`src/swd_consts.svh`:
```
/*
 * Offsets, field positions, reset values and timing counts for the
 * slave state controller and its network and local watchdogs.
 * Assumes inclusion by bare name from the controller, tick generator and bench.
 */
// Function
// - Two watchdogs, network and local, 100 ms
// - Only successful exchange restarts network watchdog
// - Network expiry clears outputs, state kept
// - Local watchdog fires without processor access
// - Shared multiplier, separate timeout per watchdog
// - Tick is multiplier plus two base periods
// - Default multiplier 2498 gives 100 us tick
// - Network default 1000 ticks, 100 ms
// - Counts 0..65535, multiplier 1..65535
// - Count zero disables network watchdog entirely
// - Five states, initial after reset
// - Initial state blocks mailbox and process data
// - Initial to preoperational checks mailbox setup
// - Preoperational allows mailbox, blocks process data
// - Safe_operational_state entry from preoperational checks setup, captures inputs
// - Safe_operational_state: traffic allowed, outputs held safe
// - Watchdog off lets safe_operational_state drive outputs
// - Operational copies master data to outputs
// - Boot only from initial, file transfer only
`ifndef SWD_CONSTS_SVH
`define SWD_CONSTS_SVH

// ***************************************************************
// Register offsets (byte addresses)
// ***************************************************************
`define SWD_OFS_CTRL 8'h00
`define SWD_OFS_STATUS 8'h04
`define SWD_OFS_MULT 8'h08
`define SWD_OFS_NW_TIME 8'h0C
`define SWD_OFS_LP_TIME 8'h10
`define SWD_OFS_OUT_DATA 8'h14

// ***************************************************************
// Field positions
// ***************************************************************
`define SWD_CTRL_NW_EN 0
`define SWD_CTRL_LP_EN 1
`define SWD_STAT_ERR 3
`define SWD_STAT_NW_EXP 4
`define SWD_STAT_LP_EXP 5

// ***************************************************************
// Reset values and timing
// ***************************************************************
`define SWD_RST_CTRL 2'h3
`define SWD_RST_MULT 16'd2498
`define SWD_RST_NW_TIME 16'd1000
`define SWD_RST_LP_TIME 16'd1000
`define SWD_CLK_PERIOD_NS 20
`define SWD_BASE_PERIOD_NS 40
`define SWD_CLKS_PER_BASE (`SWD_BASE_PERIOD_NS / `SWD_CLK_PERIOD_NS)
`define SWD_MULT_EXTRA 16'd2

`endif

```
`src/swd_pkg.sv`:
```
/*
 * Types shared by the slave state controller, master model and bench.
 * Assumes nothing of its surroundings.
 */
package swd_pkg;
    typedef enum logic [2:0] {
        ST_INIT,
        ST_PREOPERATIONAL,
        ST_SAFE_OPERATIONAL,
        ST_OPERATIONAL,
        ST_BOOT
    } swd_state_t;
endpackage

```
`src/swd_slave_ctrl.sv`:
```
/*
 * Slave state controller with a network output watchdog and a
 * local-processor watchdog, configured over an AXI4-Lite register slave.
 * Assumes master requests and exchange strobes synchronous to aclk.
 */
`timescale 1ns/1ns
`include "swd_consts.svh"

module swd_slave_ctrl #(
    parameter int ADDR_W = 8,
    parameter int OUT_W = 32,
    parameter int IN_W = 32,
    parameter int WD_W = 16
) (
    input wire logic aclk,
    input wire logic aresetn,
    input wire logic [ADDR_W-1:0] s_axi_awaddr,
    input wire logic s_axi_awvalid,
    output logic s_axi_awready,
    input wire logic [31:0] s_axi_wdata,
    input wire logic [3:0] s_axi_wstrb,
    input wire logic s_axi_wvalid,
    output logic s_axi_wready,
    output logic [1:0] s_axi_bresp,
    output logic s_axi_bvalid,
    input wire logic s_axi_bready,
    input wire logic [ADDR_W-1:0] s_axi_araddr,
    input wire logic s_axi_arvalid,
    output logic s_axi_arready,
    output logic [31:0] s_axi_rdata,
    output logic [1:0] s_axi_rresp,
    output logic s_axi_rvalid,
    input wire logic s_axi_rready,
    input wire logic req_valid,
    input wire swd_pkg::swd_state_t req_state,
    input wire logic mbx_cfg_ok,
    input wire logic pd_cfg_ok,
    input wire logic dc_cfg_ok,
    input wire logic pd_xfer_ok,
    input wire logic [OUT_W-1:0] pd_out_data,
    input wire logic lp_access,
    input wire logic [IN_W-1:0] in_data,
    output swd_pkg::swd_state_t cur_state,
    output logic state_err,
    output logic mbx_allowed,
    output logic file_only,
    output logic pd_allowed,
    output logic capture_inputs,
    output logic [IN_W-1:0] dpm_in_data,
    output logic [OUT_W-1:0] phys_out,
    output logic nw_wd_expired,
    output logic lp_wd_expired
);
    // ***************************************************************
    // Declarations
    // ***************************************************************
    localparam logic [1:0] RESP_OKAY = 2'h0;
    localparam logic [1:0] RESP_SLVERR = 2'h2;

    swd_pkg::swd_state_t state_ff, nxt_state;
    logic err_ff, nxt_err;
    logic cap_ff, nxt_cap;
    logic [IN_W-1:0] din_ff, nxt_din;
    logic [OUT_W-1:0] odata_ff, nxt_odata;
    logic [OUT_W-1:0] pout_ff, nxt_pout;
    logic [1:0] ctrl_ff, nxt_ctrl;
    logic [WD_W-1:0] mult_ff, nxt_mult;
    logic [WD_W-1:0] nwt_ff, nxt_nwt;
    logic [WD_W-1:0] lpt_ff, nxt_lpt;
    logic aw_got_ff, nxt_aw_got;
    logic w_got_ff, nxt_w_got;
    logic [ADDR_W-1:0] awaddr_ff, nxt_awaddr;
    logic [31:0] wdata_ff, nxt_wdata;
    logic [3:0] wstrb_ff, nxt_wstrb;
    logic bvalid_ff, nxt_bvalid;
    logic [1:0] bresp_ff, nxt_bresp;
    logic rvalid_ff, nxt_rvalid;
    logic [1:0] rresp_ff, nxt_rresp;
    logic [31:0] rdata_ff, nxt_rdata;
    logic wd_tick, nw_exp, lp_exp, nw_armed, pd_ok, do_write;

    initial begin
        if (ADDR_W < 5 || OUT_W < 1 || OUT_W > 32 || IN_W < 1 || WD_W != 16) begin
            $error("swd_slave_ctrl: unsupported parameters");
        end
    end

    function automatic logic [31:0] merge_strb(input logic [31:0] old, input logic [31:0] nw,
                                               input logic [3:0] strb);
        logic [31:0] res;
        res = old;
        for (int i = 0; i < 4; i++) begin
            if (strb[i]) res[i*8 +: 8] = nw[i*8 +: 8];
        end
        return res;
    endfunction

    function automatic logic is_mapped(input logic [ADDR_W-1:0] a);
        return a == ADDR_W'(`SWD_OFS_CTRL) || a == ADDR_W'(`SWD_OFS_STATUS) || a == ADDR_W'(`SWD_OFS_MULT)
            || a == ADDR_W'(`SWD_OFS_NW_TIME) || a == ADDR_W'(`SWD_OFS_LP_TIME)
            || a == ADDR_W'(`SWD_OFS_OUT_DATA);
    endfunction

    // ***************************************************************
    // Watchdogs
    // ***************************************************************
    swd_tick_gen #(.MULT_W(WD_W)) u_tick (
        .aclk(aclk),
        .aresetn(aresetn),
        .mult(mult_ff),
        .tick(wd_tick)
    );

    // Exchange counts only while process data is allowed
    swd_wd_counter #(.CNT_W(WD_W)) u_nw_wd (
        .aclk(aclk),
        .aresetn(aresetn),
        .enable(ctrl_ff[`SWD_CTRL_NW_EN]),
        .timeout(nwt_ff),
        .restart(pd_xfer_ok && pd_ok),
        .tick(wd_tick),
        .expired(nw_exp)
    );

    swd_wd_counter #(.CNT_W(WD_W)) u_lp_wd (
        .aclk(aclk),
        .aresetn(aresetn),
        .enable(ctrl_ff[`SWD_CTRL_LP_EN]),
        .timeout(lpt_ff),
        .restart(lp_access),
        .tick(wd_tick),
        .expired(lp_exp)
    );

    assign nw_armed = ctrl_ff[`SWD_CTRL_NW_EN] && (nwt_ff != '0);

    // ***************************************************************
    // State controller
    // ***************************************************************
    assign pd_ok = (state_ff == swd_pkg::ST_SAFE_OPERATIONAL) || (state_ff == swd_pkg::ST_OPERATIONAL);

    always_comb begin
        nxt_state = state_ff;
        nxt_err = err_ff;
        nxt_cap = 1'b0;
        nxt_din = din_ff;
        nxt_odata = odata_ff;
        if (pd_ok && pd_xfer_ok) begin
            nxt_din = in_data;
            nxt_odata = pd_out_data;
        end
        if (req_valid && req_state != state_ff) begin
            nxt_err = 1'b1;
            unique case (req_state)
                swd_pkg::ST_INIT: nxt_err = 1'b0;
                swd_pkg::ST_PREOPERATIONAL: begin
                    // Mailbox setup checked on the way up
                    if (state_ff != swd_pkg::ST_INIT && state_ff != swd_pkg::ST_BOOT) begin
                        nxt_err = 1'b0;
                    end else if (state_ff == swd_pkg::ST_INIT && mbx_cfg_ok) begin
                        nxt_err = 1'b0;
                    end
                end
                swd_pkg::ST_SAFE_OPERATIONAL: begin
                    if (state_ff == swd_pkg::ST_OPERATIONAL) begin
                        nxt_err = 1'b0;
                    end else if (state_ff == swd_pkg::ST_PREOPERATIONAL && pd_cfg_ok && dc_cfg_ok) begin
                        nxt_err = 1'b0;
                        nxt_cap = 1'b1;
                        nxt_din = in_data;
                    end
                end
                swd_pkg::ST_OPERATIONAL: begin
                    if (state_ff == swd_pkg::ST_SAFE_OPERATIONAL) nxt_err = 1'b0;
                end
                swd_pkg::ST_BOOT: begin
                    if (state_ff == swd_pkg::ST_INIT) nxt_err = 1'b0;
                end
                default: nxt_err = 1'b1;
            endcase
            if (!nxt_err) nxt_state = req_state;
        end else if (req_valid) begin
            nxt_err = 1'b0;
        end
    end

    // Outputs: operational copies data, safe_operational_state holds safe unless unwatched
    always_comb begin
        nxt_pout = '0;
        if (state_ff == swd_pkg::ST_OPERATIONAL && !nw_exp) begin
            nxt_pout = odata_ff;
        end else if (state_ff == swd_pkg::ST_SAFE_OPERATIONAL && !nw_armed) begin
            nxt_pout = odata_ff;
        end
    end

    always_ff @(posedge aclk) begin
        if (!aresetn) begin
            state_ff <= swd_pkg::ST_INIT;
            err_ff <= 1'b0;
            cap_ff <= 1'b0;
            din_ff <= '0;
            odata_ff <= '0;
            pout_ff <= '0;
        end else begin
            state_ff <= nxt_state;
            err_ff <= nxt_err;
            cap_ff <= nxt_cap;
            din_ff <= nxt_din;
            odata_ff <= nxt_odata;
            pout_ff <= nxt_pout;
        end
    end

    assign mbx_allowed = (state_ff != swd_pkg::ST_INIT);
    assign file_only = (state_ff == swd_pkg::ST_BOOT);
    assign pd_allowed = pd_ok;
    assign cur_state = state_ff;
    assign state_err = err_ff;
    assign capture_inputs = cap_ff;
    assign dpm_in_data = din_ff;
    assign phys_out = pout_ff;
    assign nw_wd_expired = nw_exp;
    assign lp_wd_expired = lp_exp;

    // ***************************************************************
    // AXI4-Lite slave
    // ***************************************************************
    assign do_write = aw_got_ff && w_got_ff && !bvalid_ff;

    always_comb begin
        nxt_aw_got = aw_got_ff;
        nxt_w_got = w_got_ff;
        nxt_awaddr = awaddr_ff;
        nxt_wdata = wdata_ff;
        nxt_wstrb = wstrb_ff;
        nxt_bvalid = bvalid_ff;
        nxt_bresp = bresp_ff;
        nxt_ctrl = ctrl_ff;
        nxt_mult = mult_ff;
        nxt_nwt = nwt_ff;
        nxt_lpt = lpt_ff;
        if (s_axi_awvalid && s_axi_awready) begin
            nxt_aw_got = 1'b1;
            nxt_awaddr = s_axi_awaddr;
        end
        if (s_axi_wvalid && s_axi_wready) begin
            nxt_w_got = 1'b1;
            nxt_wdata = s_axi_wdata;
            nxt_wstrb = s_axi_wstrb;
        end
        if (do_write) begin
            nxt_aw_got = 1'b0;
            nxt_w_got = 1'b0;
            nxt_bvalid = 1'b1;
            nxt_bresp = is_mapped(awaddr_ff) ? RESP_OKAY : RESP_SLVERR;
            unique case (awaddr_ff)
                ADDR_W'(`SWD_OFS_CTRL): nxt_ctrl = 2'(merge_strb({30'h0, ctrl_ff}, wdata_ff, wstrb_ff));
                ADDR_W'(`SWD_OFS_MULT): begin
                    // Zero multiplier is out of range and ignored
                    if (16'(merge_strb({16'h0, mult_ff}, wdata_ff, wstrb_ff)) != 16'h0) begin
                        nxt_mult = 16'(merge_strb({16'h0, mult_ff}, wdata_ff, wstrb_ff));
                    end
                end
                ADDR_W'(`SWD_OFS_NW_TIME): nxt_nwt = 16'(merge_strb({16'h0, nwt_ff}, wdata_ff, wstrb_ff));
                ADDR_W'(`SWD_OFS_LP_TIME): nxt_lpt = 16'(merge_strb({16'h0, lpt_ff}, wdata_ff, wstrb_ff));
                default: ;
            endcase
        end
        if (bvalid_ff && s_axi_bready) nxt_bvalid = 1'b0;
    end

    always_comb begin
        nxt_rvalid = rvalid_ff;
        nxt_rresp = rresp_ff;
        nxt_rdata = rdata_ff;
        if (s_axi_arvalid && s_axi_arready) begin
            nxt_rvalid = 1'b1;
            nxt_rresp = is_mapped(s_axi_araddr) ? RESP_OKAY : RESP_SLVERR;
            unique case (s_axi_araddr)
                ADDR_W'(`SWD_OFS_CTRL): nxt_rdata = {30'h0, ctrl_ff};
                ADDR_W'(`SWD_OFS_STATUS): nxt_rdata = {26'h0, lp_exp, nw_exp, err_ff, state_ff};
                ADDR_W'(`SWD_OFS_MULT): nxt_rdata = {16'h0, mult_ff};
                ADDR_W'(`SWD_OFS_NW_TIME): nxt_rdata = {16'h0, nwt_ff};
                ADDR_W'(`SWD_OFS_LP_TIME): nxt_rdata = {16'h0, lpt_ff};
                ADDR_W'(`SWD_OFS_OUT_DATA): nxt_rdata = 32'(odata_ff);
                default: nxt_rdata = 32'h0;
            endcase
        end else if (rvalid_ff && s_axi_rready) begin
            nxt_rvalid = 1'b0;
        end
    end

    always_ff @(posedge aclk) begin
        if (!aresetn) begin
            aw_got_ff <= 1'b0;
            w_got_ff <= 1'b0;
            awaddr_ff <= '0;
            wdata_ff <= 32'h0;
            wstrb_ff <= 4'h0;
            bvalid_ff <= 1'b0;
            bresp_ff <= RESP_OKAY;
            rvalid_ff <= 1'b0;
            rresp_ff <= RESP_OKAY;
            rdata_ff <= 32'h0;
            ctrl_ff <= `SWD_RST_CTRL;
            mult_ff <= `SWD_RST_MULT;
            nwt_ff <= `SWD_RST_NW_TIME;
            lpt_ff <= `SWD_RST_LP_TIME;
        end else begin
            aw_got_ff <= nxt_aw_got;
            w_got_ff <= nxt_w_got;
            awaddr_ff <= nxt_awaddr;
            wdata_ff <= nxt_wdata;
            wstrb_ff <= nxt_wstrb;
            bvalid_ff <= nxt_bvalid;
            bresp_ff <= nxt_bresp;
            rvalid_ff <= nxt_rvalid;
            rresp_ff <= nxt_rresp;
            rdata_ff <= nxt_rdata;
            ctrl_ff <= nxt_ctrl;
            mult_ff <= nxt_mult;
            nwt_ff <= nxt_nwt;
            lpt_ff <= nxt_lpt;
        end
    end

    assign s_axi_awready = !aw_got_ff && !bvalid_ff;
    assign s_axi_wready = !w_got_ff && !bvalid_ff;
    assign s_axi_bvalid = bvalid_ff;
    assign s_axi_bresp = bresp_ff;
    assign s_axi_arready = !rvalid_ff;
    assign s_axi_rvalid = rvalid_ff;
    assign s_axi_rresp = rresp_ff;
    assign s_axi_rdata = rdata_ff;
endmodule

```
`src/swd_tick_gen.sv`:
```
/*
 * Shared watchdog tick prescaler: one tick every multiplier plus two
 * base periods of the 25 MHz base clock.
 * Assumes aclk at 50 MHz and a multiplier of at least one.
 */
`timescale 1ns/1ns
`include "swd_consts.svh"

module swd_tick_gen #(
    parameter int MULT_W = 16
) (
    input wire logic aclk,
    input wire logic aresetn,
    input wire logic [MULT_W-1:0] mult,
    output logic tick
);
    logic [1:0] base_cnt_ff, nxt_base_cnt;
    logic [MULT_W:0] tick_cnt_ff, nxt_tick_cnt;
    logic tick_ff, nxt_tick;
    logic base_end;

    initial begin
        if (MULT_W < 2 || `SWD_CLKS_PER_BASE > 4) $error("swd_tick_gen: unsupported width");
    end

    assign base_end = (base_cnt_ff == 2'(`SWD_CLKS_PER_BASE - 1));

    always_comb begin
        nxt_base_cnt = base_end ? 2'h0 : base_cnt_ff + 2'h1;
        nxt_tick_cnt = tick_cnt_ff;
        nxt_tick = 1'b0;
        if (base_end) begin
            // Count multiplier + 2 base periods per tick
            if (tick_cnt_ff >= {1'b0, mult} + (MULT_W+1)'(`SWD_MULT_EXTRA - 16'd1)) begin
                nxt_tick_cnt = '0;
                nxt_tick = 1'b1;
            end else begin
                nxt_tick_cnt = tick_cnt_ff + 1'b1;
            end
        end
    end

    always_ff @(posedge aclk) begin
        if (!aresetn) begin
            base_cnt_ff <= 2'h0;
            tick_cnt_ff <= '0;
            tick_ff <= 1'b0;
        end else begin
            base_cnt_ff <= nxt_base_cnt;
            tick_cnt_ff <= nxt_tick_cnt;
            tick_ff <= nxt_tick;
        end
    end

    assign tick = tick_ff;
endmodule

```
`src/swd_wd_counter.sv`:
```
/*
 * One watchdog: counts shared ticks since its last restart and flags
 * expiry when its own timeout count is reached.
 * Assumes tick is a one-cycle pulse; a timeout of zero disables it.
 */
`timescale 1ns/1ns

module swd_wd_counter #(
    parameter int CNT_W = 16
) (
    input wire logic aclk,
    input wire logic aresetn,
    input wire logic enable,
    input wire logic [CNT_W-1:0] timeout,
    input wire logic restart,
    input wire logic tick,
    output logic expired
);
    logic [CNT_W-1:0] cnt_ff, nxt_cnt;
    logic exp_ff, nxt_exp;
    logic armed;

    initial begin
        if (CNT_W < 1) $error("swd_wd_counter: bad width");
    end

    assign armed = enable && (timeout != '0);

    always_comb begin
        nxt_cnt = cnt_ff;
        nxt_exp = exp_ff;
        if (!armed || restart) begin
            // Cleared while disarmed and on the caller's qualified restart event
            nxt_cnt = '0;
            nxt_exp = 1'b0;
        end else if (tick && !exp_ff) begin
            nxt_cnt = cnt_ff + 1'b1;
            // Period is timeout times tick; a lowered timeout still fires
            if (nxt_cnt >= timeout) begin
                nxt_exp = 1'b1;
            end
        end
    end

    always_ff @(posedge aclk) begin
        if (!aresetn) begin
            cnt_ff <= '0;
            exp_ff <= 1'b0;
        end else begin
            cnt_ff <= nxt_cnt;
            exp_ff <= nxt_exp;
        end
    end

    assign expired = exp_ff;
endmodule

```
`config.mk`:
```
export PLATFORM = sky130hd
export DESIGN_NAME = swd_slave_ctrl
export DESIGN_NICKNAME = d
export VERILOG_FILES = /design/src/swd_pkg.sv /design/src/swd_slave_ctrl.sv /design/src/swd_tick_gen.sv /design/src/swd_wd_counter.sv
export VERILOG_INCLUDE_DIRS = /design/src
export SDC_FILE = /design/constraint.sdc
export NUM_CORES = 1
export LEC_CHECK = 0
export BUFFER_PORTS_ARGS = -buffer_cell sky130_fd_sc_hd__buf_2
export CAP_MARGIN = 20
export CORE_MARGIN = 8
export CORE_UTILIZATION = 49
export CTS_CLUSTER_DIAMETER = 30
export CTS_CLUSTER_SIZE = 10
export DETAILED_ROUTE_END_ITERATION = 6
export GPL_TIMING_DRIVEN = 0
export HOLD_SLACK_MARGIN = 0.12
export PLACE_DENSITY = 0.72
export SLEW_MARGIN = 10
export SYNTH_ARGS = -nofsm -noshare
export SYNTH_HDL_FRONTEND = slang
export SYNTH_HIERARCHICAL = 1
export SYNTH_SLANG_ARGS = --single-unit
```
`constraint.sdc`:
```
create_clock -name aclk -period 5.5 [get_ports aclk]
set_input_delay 0.55 -clock aclk [delete_from_list [all_inputs] [get_ports aclk]]
set_output_delay 0.55 -clock aclk [all_outputs]
set_load 0.01 [all_outputs]
```
# Word level (Yosys, flattened, before mapping)
# Index checks and enable logic that the tools add are counted.
# totals
ff_bits	271
# classes
n_lt_le_gt_ge	3
add_sub_neg	5
n_bitwise	4
n_eq_ne	21
muxes	31
reduce_logical	68
# ops
cell	count
32-bit 2-to-1 mux	7
32-bit case mux with 6 select lines	1
8-bit 2-to-1 mux	6
16-bit nonzero test	3
16-bit by 1-bit adder with 16-bit output (second input constant)	2
8-bit by 4-bit equality test with 1-bit output (second input constant)	4
8-bit by 5-bit equality test with 1-bit output (second input constant)	4
16-bit greater-or-equal comparator	2
1-bit logical AND	21
3-bit AND reduction	6
16-bit by 1-bit adder with 17-bit output (second input constant)	1
17-bit by 1-bit adder with 17-bit output (second input constant)	1
17-bit greater-or-equal comparator	1
17-bit 2-to-1 mux	1
8-bit by 3-bit equality test with 1-bit output (second input constant)	2
8-bit logical NOT	2
1-bit logical OR	13
1-bit 2-to-1 mux	13
3-bit by 2-bit equality test with 1-bit output (second input constant)	4
2-bit OR reduction	5
1-bit logical NOT	8
2-bit AND reduction	4
3-bit by 1-bit equality test with 1-bit output (second input constant)	2
3-bit equality test (second input constant)	2
other kinds (11)	17

# Depth between registers and ports, before layout
# depth
ltp_word	9
mapped_depth	12
depth_no_buf	11

# Cells and area by module
# Netlist, hierarchy kept.
# modules_own_cells
module	n_inst	area_each_um2	cells_each
swd_slave_ctrl	1	8338.0	925
swd_tick_gen	1	1516.5	180
swd_wd_counter at u_lp_wd	1	1383.8	178
swd_wd_counter at u_nw_wd	1	1373.8	176

# Worst setup path after synthesis
# No wires, ideal clock.
# synth_timing
path_type	register -> register
startpoint	register u_nw_wd.cnt_ff[0]
endpoint	register u_nw_wd.exp_ff (netlist: u_nw_wd/expired)
t_arrival_ps	2927
setup_ps	87
synth_period_minus_slack_ps	3015
path_buffers	1
path_stages_with_launch	12
path_slack_ps	2485
path_cell_list	dfxtp_1 ha_1 nand3_1 or2_2 clkbuf_1 nor3_1 xor2_1 ha_1 nand4_1 or4_1 o32a_1 a211oi_1
# synth_via
elab_chain_len	3
# synth_rtl
item	line	rtl
start: declaration	swd_wd_counter.sv:19	logic [CNT_W-1:0] cnt_ff, nxt_cnt;
start signal: assignment	swd_wd_counter.sv:50	cnt_ff <= nxt_cnt;
16-bit by 1-bit adder with 16-bit output	swd_wd_counter.sv:37	nxt_cnt = cnt_ff + 1'b1;
16-bit greater-or-equal comparator	swd_wd_counter.sv:39	if (nxt_cnt >= timeout) begin
2-bit AND reduction (no source line)	n/a	
end signal: assignment	swd_wd_counter.sv:51	exp_ff <= nxt_exp;
end: declaration	swd_wd_counter.sv:20	logic exp_ff, nxt_exp;
# Every way passes these cells.
# A chain may end at the register's enable or synchronous reset.

# Worst setup path in the final report
# layout_timing
startpoint	register u_lp_wd.cnt_ff[0]
endpoint	register u_lp_wd.exp_ff (netlist: u_lp_wd/expired)
# layout_via
elab_chain_len	3
# layout_rtl
item	line
start: declaration	swd_wd_counter.sv:19
start signal: assignment	swd_wd_counter.sv:50
16-bit by 1-bit adder with 16-bit output	swd_wd_counter.sv:37
16-bit greater-or-equal comparator	swd_wd_counter.sv:39
2-bit AND reduction (no source line)	n/a
end signal: assignment	swd_wd_counter.sv:51
end: declaration	swd_wd_counter.sv:20
# Every way passes these cells.

==> metrics.txt <==
status=completed; Seq cells post-synth=approximately 270; htree depth=2; clk buf depth=3; top cells by count, synth=dfxtp_1, nand2_1, nor2_1, a21oi_1, mux2i_1; Yosys cell types=67; RR Endpoint=u_lp_wd/expired$_SDFFE_PP0P_; initial antenna violation count=4; Power Density=360 nW/um2; post-synthesis sequential area ratio=42.7%; minimum clock period=3.44 ns; Slew Viols, Final=0; Top Ports=between 200 and 250; Setup CP Type=register to register; First-pass DRT Iterations=6; Nets=between 1500 and 2000; Hold EP=dpm_in_data[18]$_SDFF_PN0_; Yosys warnings=6; global-route wire length before repair=62700 um; area of the die=around 31000 um2; clock root buffer=clkbuf_16; Post-synth EDFFs=0; fmax=roughly 290 MHz; area growth from synthesis to layout=27.8%; area share of the largest cell type after synthesis=42.7%; TritonCTS clock tree=done; CP endpoint kind=register; maximum vdd drop=approximately 0.29 mV; via count=roughly 12000; number of routed nets with antenna violations=0; final setup TNS=0 ns; post-synthesis async set-or-reset flop share=0%; Rows=between 50 and 60; Mean Syn Cell Area=8.64 um2; post-synthesis instance total=1459; port buffer count=about 220; clock sink total=between 200 and 300; grt peak-use layer=met2; GPL Wtd Cong=approximately 0.89; residual DRC count=0; Max FO, Critical Path=6; Initial Utilization=between 40% and 50%; detailed placer's ending HPWL=29100 um; WL final=~39000 um; top cells by area, synth=dfxtp_1, nand2_1, mux2i_1; cell count of the worst reg-to-reg path=11; met2 Use GR=41.1%; total global routing overflow=0; Design Power=about 0.0058 W; core area=between 20000 and 30000 um2; placed insts=approximately 2000; CTS hold repair buffers=0; Hold Path Class=input port to register; Clock Skew=about 0.034 ns; gr usage total=between 20% and 30%; fin cells=about 2100; GR Layer Usage met1=slightly below 30%; Final Hold Vio Count=0; clock-pin slew on the worst setup and hold paths=approximately 0.050 ns; number of global-route vias before repair=about 12000; largest area contributor in the netlist=dfxtp_1; most numerous cell in the Yosys netlist=dfxtp_1; M3 GR Usage=roughly 7.7%; fin crit share=a little over three fifths; Mapped Area=12600 um2; standby leakage power=6.98 nW; critical path launch point type=register; min-delay src=in_data[18]; ant diodes=0; Hold Path Cell Cnt=3; # setup viols final=0; worst r2r src=u_lp_wd/cnt_ff[0]$_SDFFE_PP0P_; layout cells sized above 1=between 20% and 30%; post-DR vias/cell=between 5 and 6; Max Cap Viol=0; prevailing post-synth register cell=dfxtp_1; Worst slew margin=a little over a fifth; Worst Path Arrival=roughly 3.9 ns; die height=about 180 um; TritonCTS buffer count=between 50 and 60; post-place setup slack=between 2 and 2.5 ns; routed length per placed instance=roughly 19 um; largest net degree at the start of global routing=15; flop2flop setup slack=just over 2 ns; Post-CTS Setup Repair Bufs=0; worst path required time=approximately 6 ns; post-CTS sizing=0; Least-Margin Pin Slew=between 1 and 1.5 ns; Iteration-0 DRC Markers=a little over 700; PnR worst setup slack=a little over 2 ns; DIE WIDTH=between 150 and 200 um; RSZ-0062 raised after global routing=false; clk_lat worst skew=0.57 ns
[layout by cell type (no fill, tap or decap), types with 36 or more instances in the layout]
| cell | count |
|---|---|
| a21oi_1 | 106 |
| o21ai_0 | 45 |
| ha_1 | 54 |
| mux2i_1 | 76 |
| clkbuf_1 | 73 |
| xor2_1 | 36 |
| nand2_1 | 223 |
| buf_2 | 228 |
| inv_1 | 48 |
| nand3_1 | 57 |
| and2_1 | 37 |
| xnor2_1 | 44 |
| dfxtp_1 | 269 |
| clkbuf_16 | 55 |
| nor2_1 | 119 |
[layout make-up]
| cell class | count | area, um2 |
|---|---|---|
| clock inverter | 35 | 502 |
| buffer | 84 | 378 |
| sequential | 269 | 5390 |
| fill | 2178 | 9140 |
| clock buffer | 65 | 1460 |
| multi-input combinational | 1058 | 6670 |
| tap | 330 | 413 |
| timing repair buffer | 224 | 1120 |
| inverter | 49 | 184 |
[worst max-delay path, cell delays in order, from the launching register on]
cell and delay (ns):
dfxtp_1 0.44, ha_1 0.24, nand3_1 0.23, or2_2 0.35, clkbuf_1 0.16, nor3_1 0.23, xor2_1 0.12, ha_1 0.29
nand4_1 0.18, or4_1 0.59, o32a_1 0.30, a211oi_1 0.21
[cells by family after synthesis]
logic type / synth area share (%)
buf+inv: 4.45
xor+xnor: 5.56
other cells: 0.0297
mux: 6.75
fa+ha+maj: 5.36
simple gates: 22.1
compound gates: 13.0
flops: 42.7
[per-stage QoR]
stage,utilization [%],hold WS [ns],cell area [um2]
final,63.8,0.219,16100
after CTS,63.8,0.211,16100
after global routing,63.8,0.223,16100
after detailed placement,56.0,0.425,14100
after floorplan,-,0.399,12600
after global placement,56.0,0.408,14100
[metal layers]
metal	vias up	wire, um	part of all wire (%)
met5	-	47	0.12
met4	8	1550	3.9
li1	5685	-	-
met2	483	18200	46
met1	5444	15700	40
met3	109	3760	9.6
[power breakdown]
group          leakage (nW)  internal (W)  total, W  switching [W]
sequential             2.17       0.00199   0.00203      0.0000381
combinational          3.86      0.000110  0.000292       0.000182
clock                 0.950       0.00237   0.00349        0.00111
total                  6.98       0.00447   0.00580        0.00133
[how the worst max path moves through the flow]
stage	cells after the start	startpoint	to	slack (ns)
2_1_floorplan	11	u_nw_wd/cnt_ff[0]$_SDFFE_PP0P_	u_nw_wd/expired$_SDFFE_PP0P_	2.49
5_1_grt	11	u_nw_wd/cnt_ff[0]$_SDFFE_PP0P_	u_nw_wd/expired$_SDFFE_PP0P_	1.87
3_5_place_dp	11	u_lp_wd/cnt_ff[0]$_SDFFE_PP0P_	u_lp_wd/expired$_SDFFE_PP0P_	2.11
6_report	11	u_lp_wd/cnt_ff[0]$_SDFFE_PP0P_	u_lp_wd/expired$_SDFFE_PP0P_	2.06
4_1_cts	11	u_lp_wd/cnt_ff[0]$_SDFFE_PP0P_	u_lp_wd/expired$_SDFFE_PP0P_	2.09
3_3_place_gp	11	u_nw_wd/cnt_ff[0]$_SDFFE_PP0P_	u_nw_wd/expired$_SDFFE_PP0P_	2.21
[sequential cells by signal, summed over array words and instances (netlist names), 3 cells and up]
name / flops
u_tick/tick_cnt_ff: 17
dpm_in_data: 32
lpt_ff: 16
nwt_ff: 16
odata_ff: 32
phys_out: 32
mult_ff: 16
wdata_ff: 16
s_axi_rdata: 32
awaddr_ff: 8
u_nw_wd/cnt_ff: 16
cur_state: 3
u_lp_wd/cnt_ff: 16
Power figures use the tool's default switching activity.
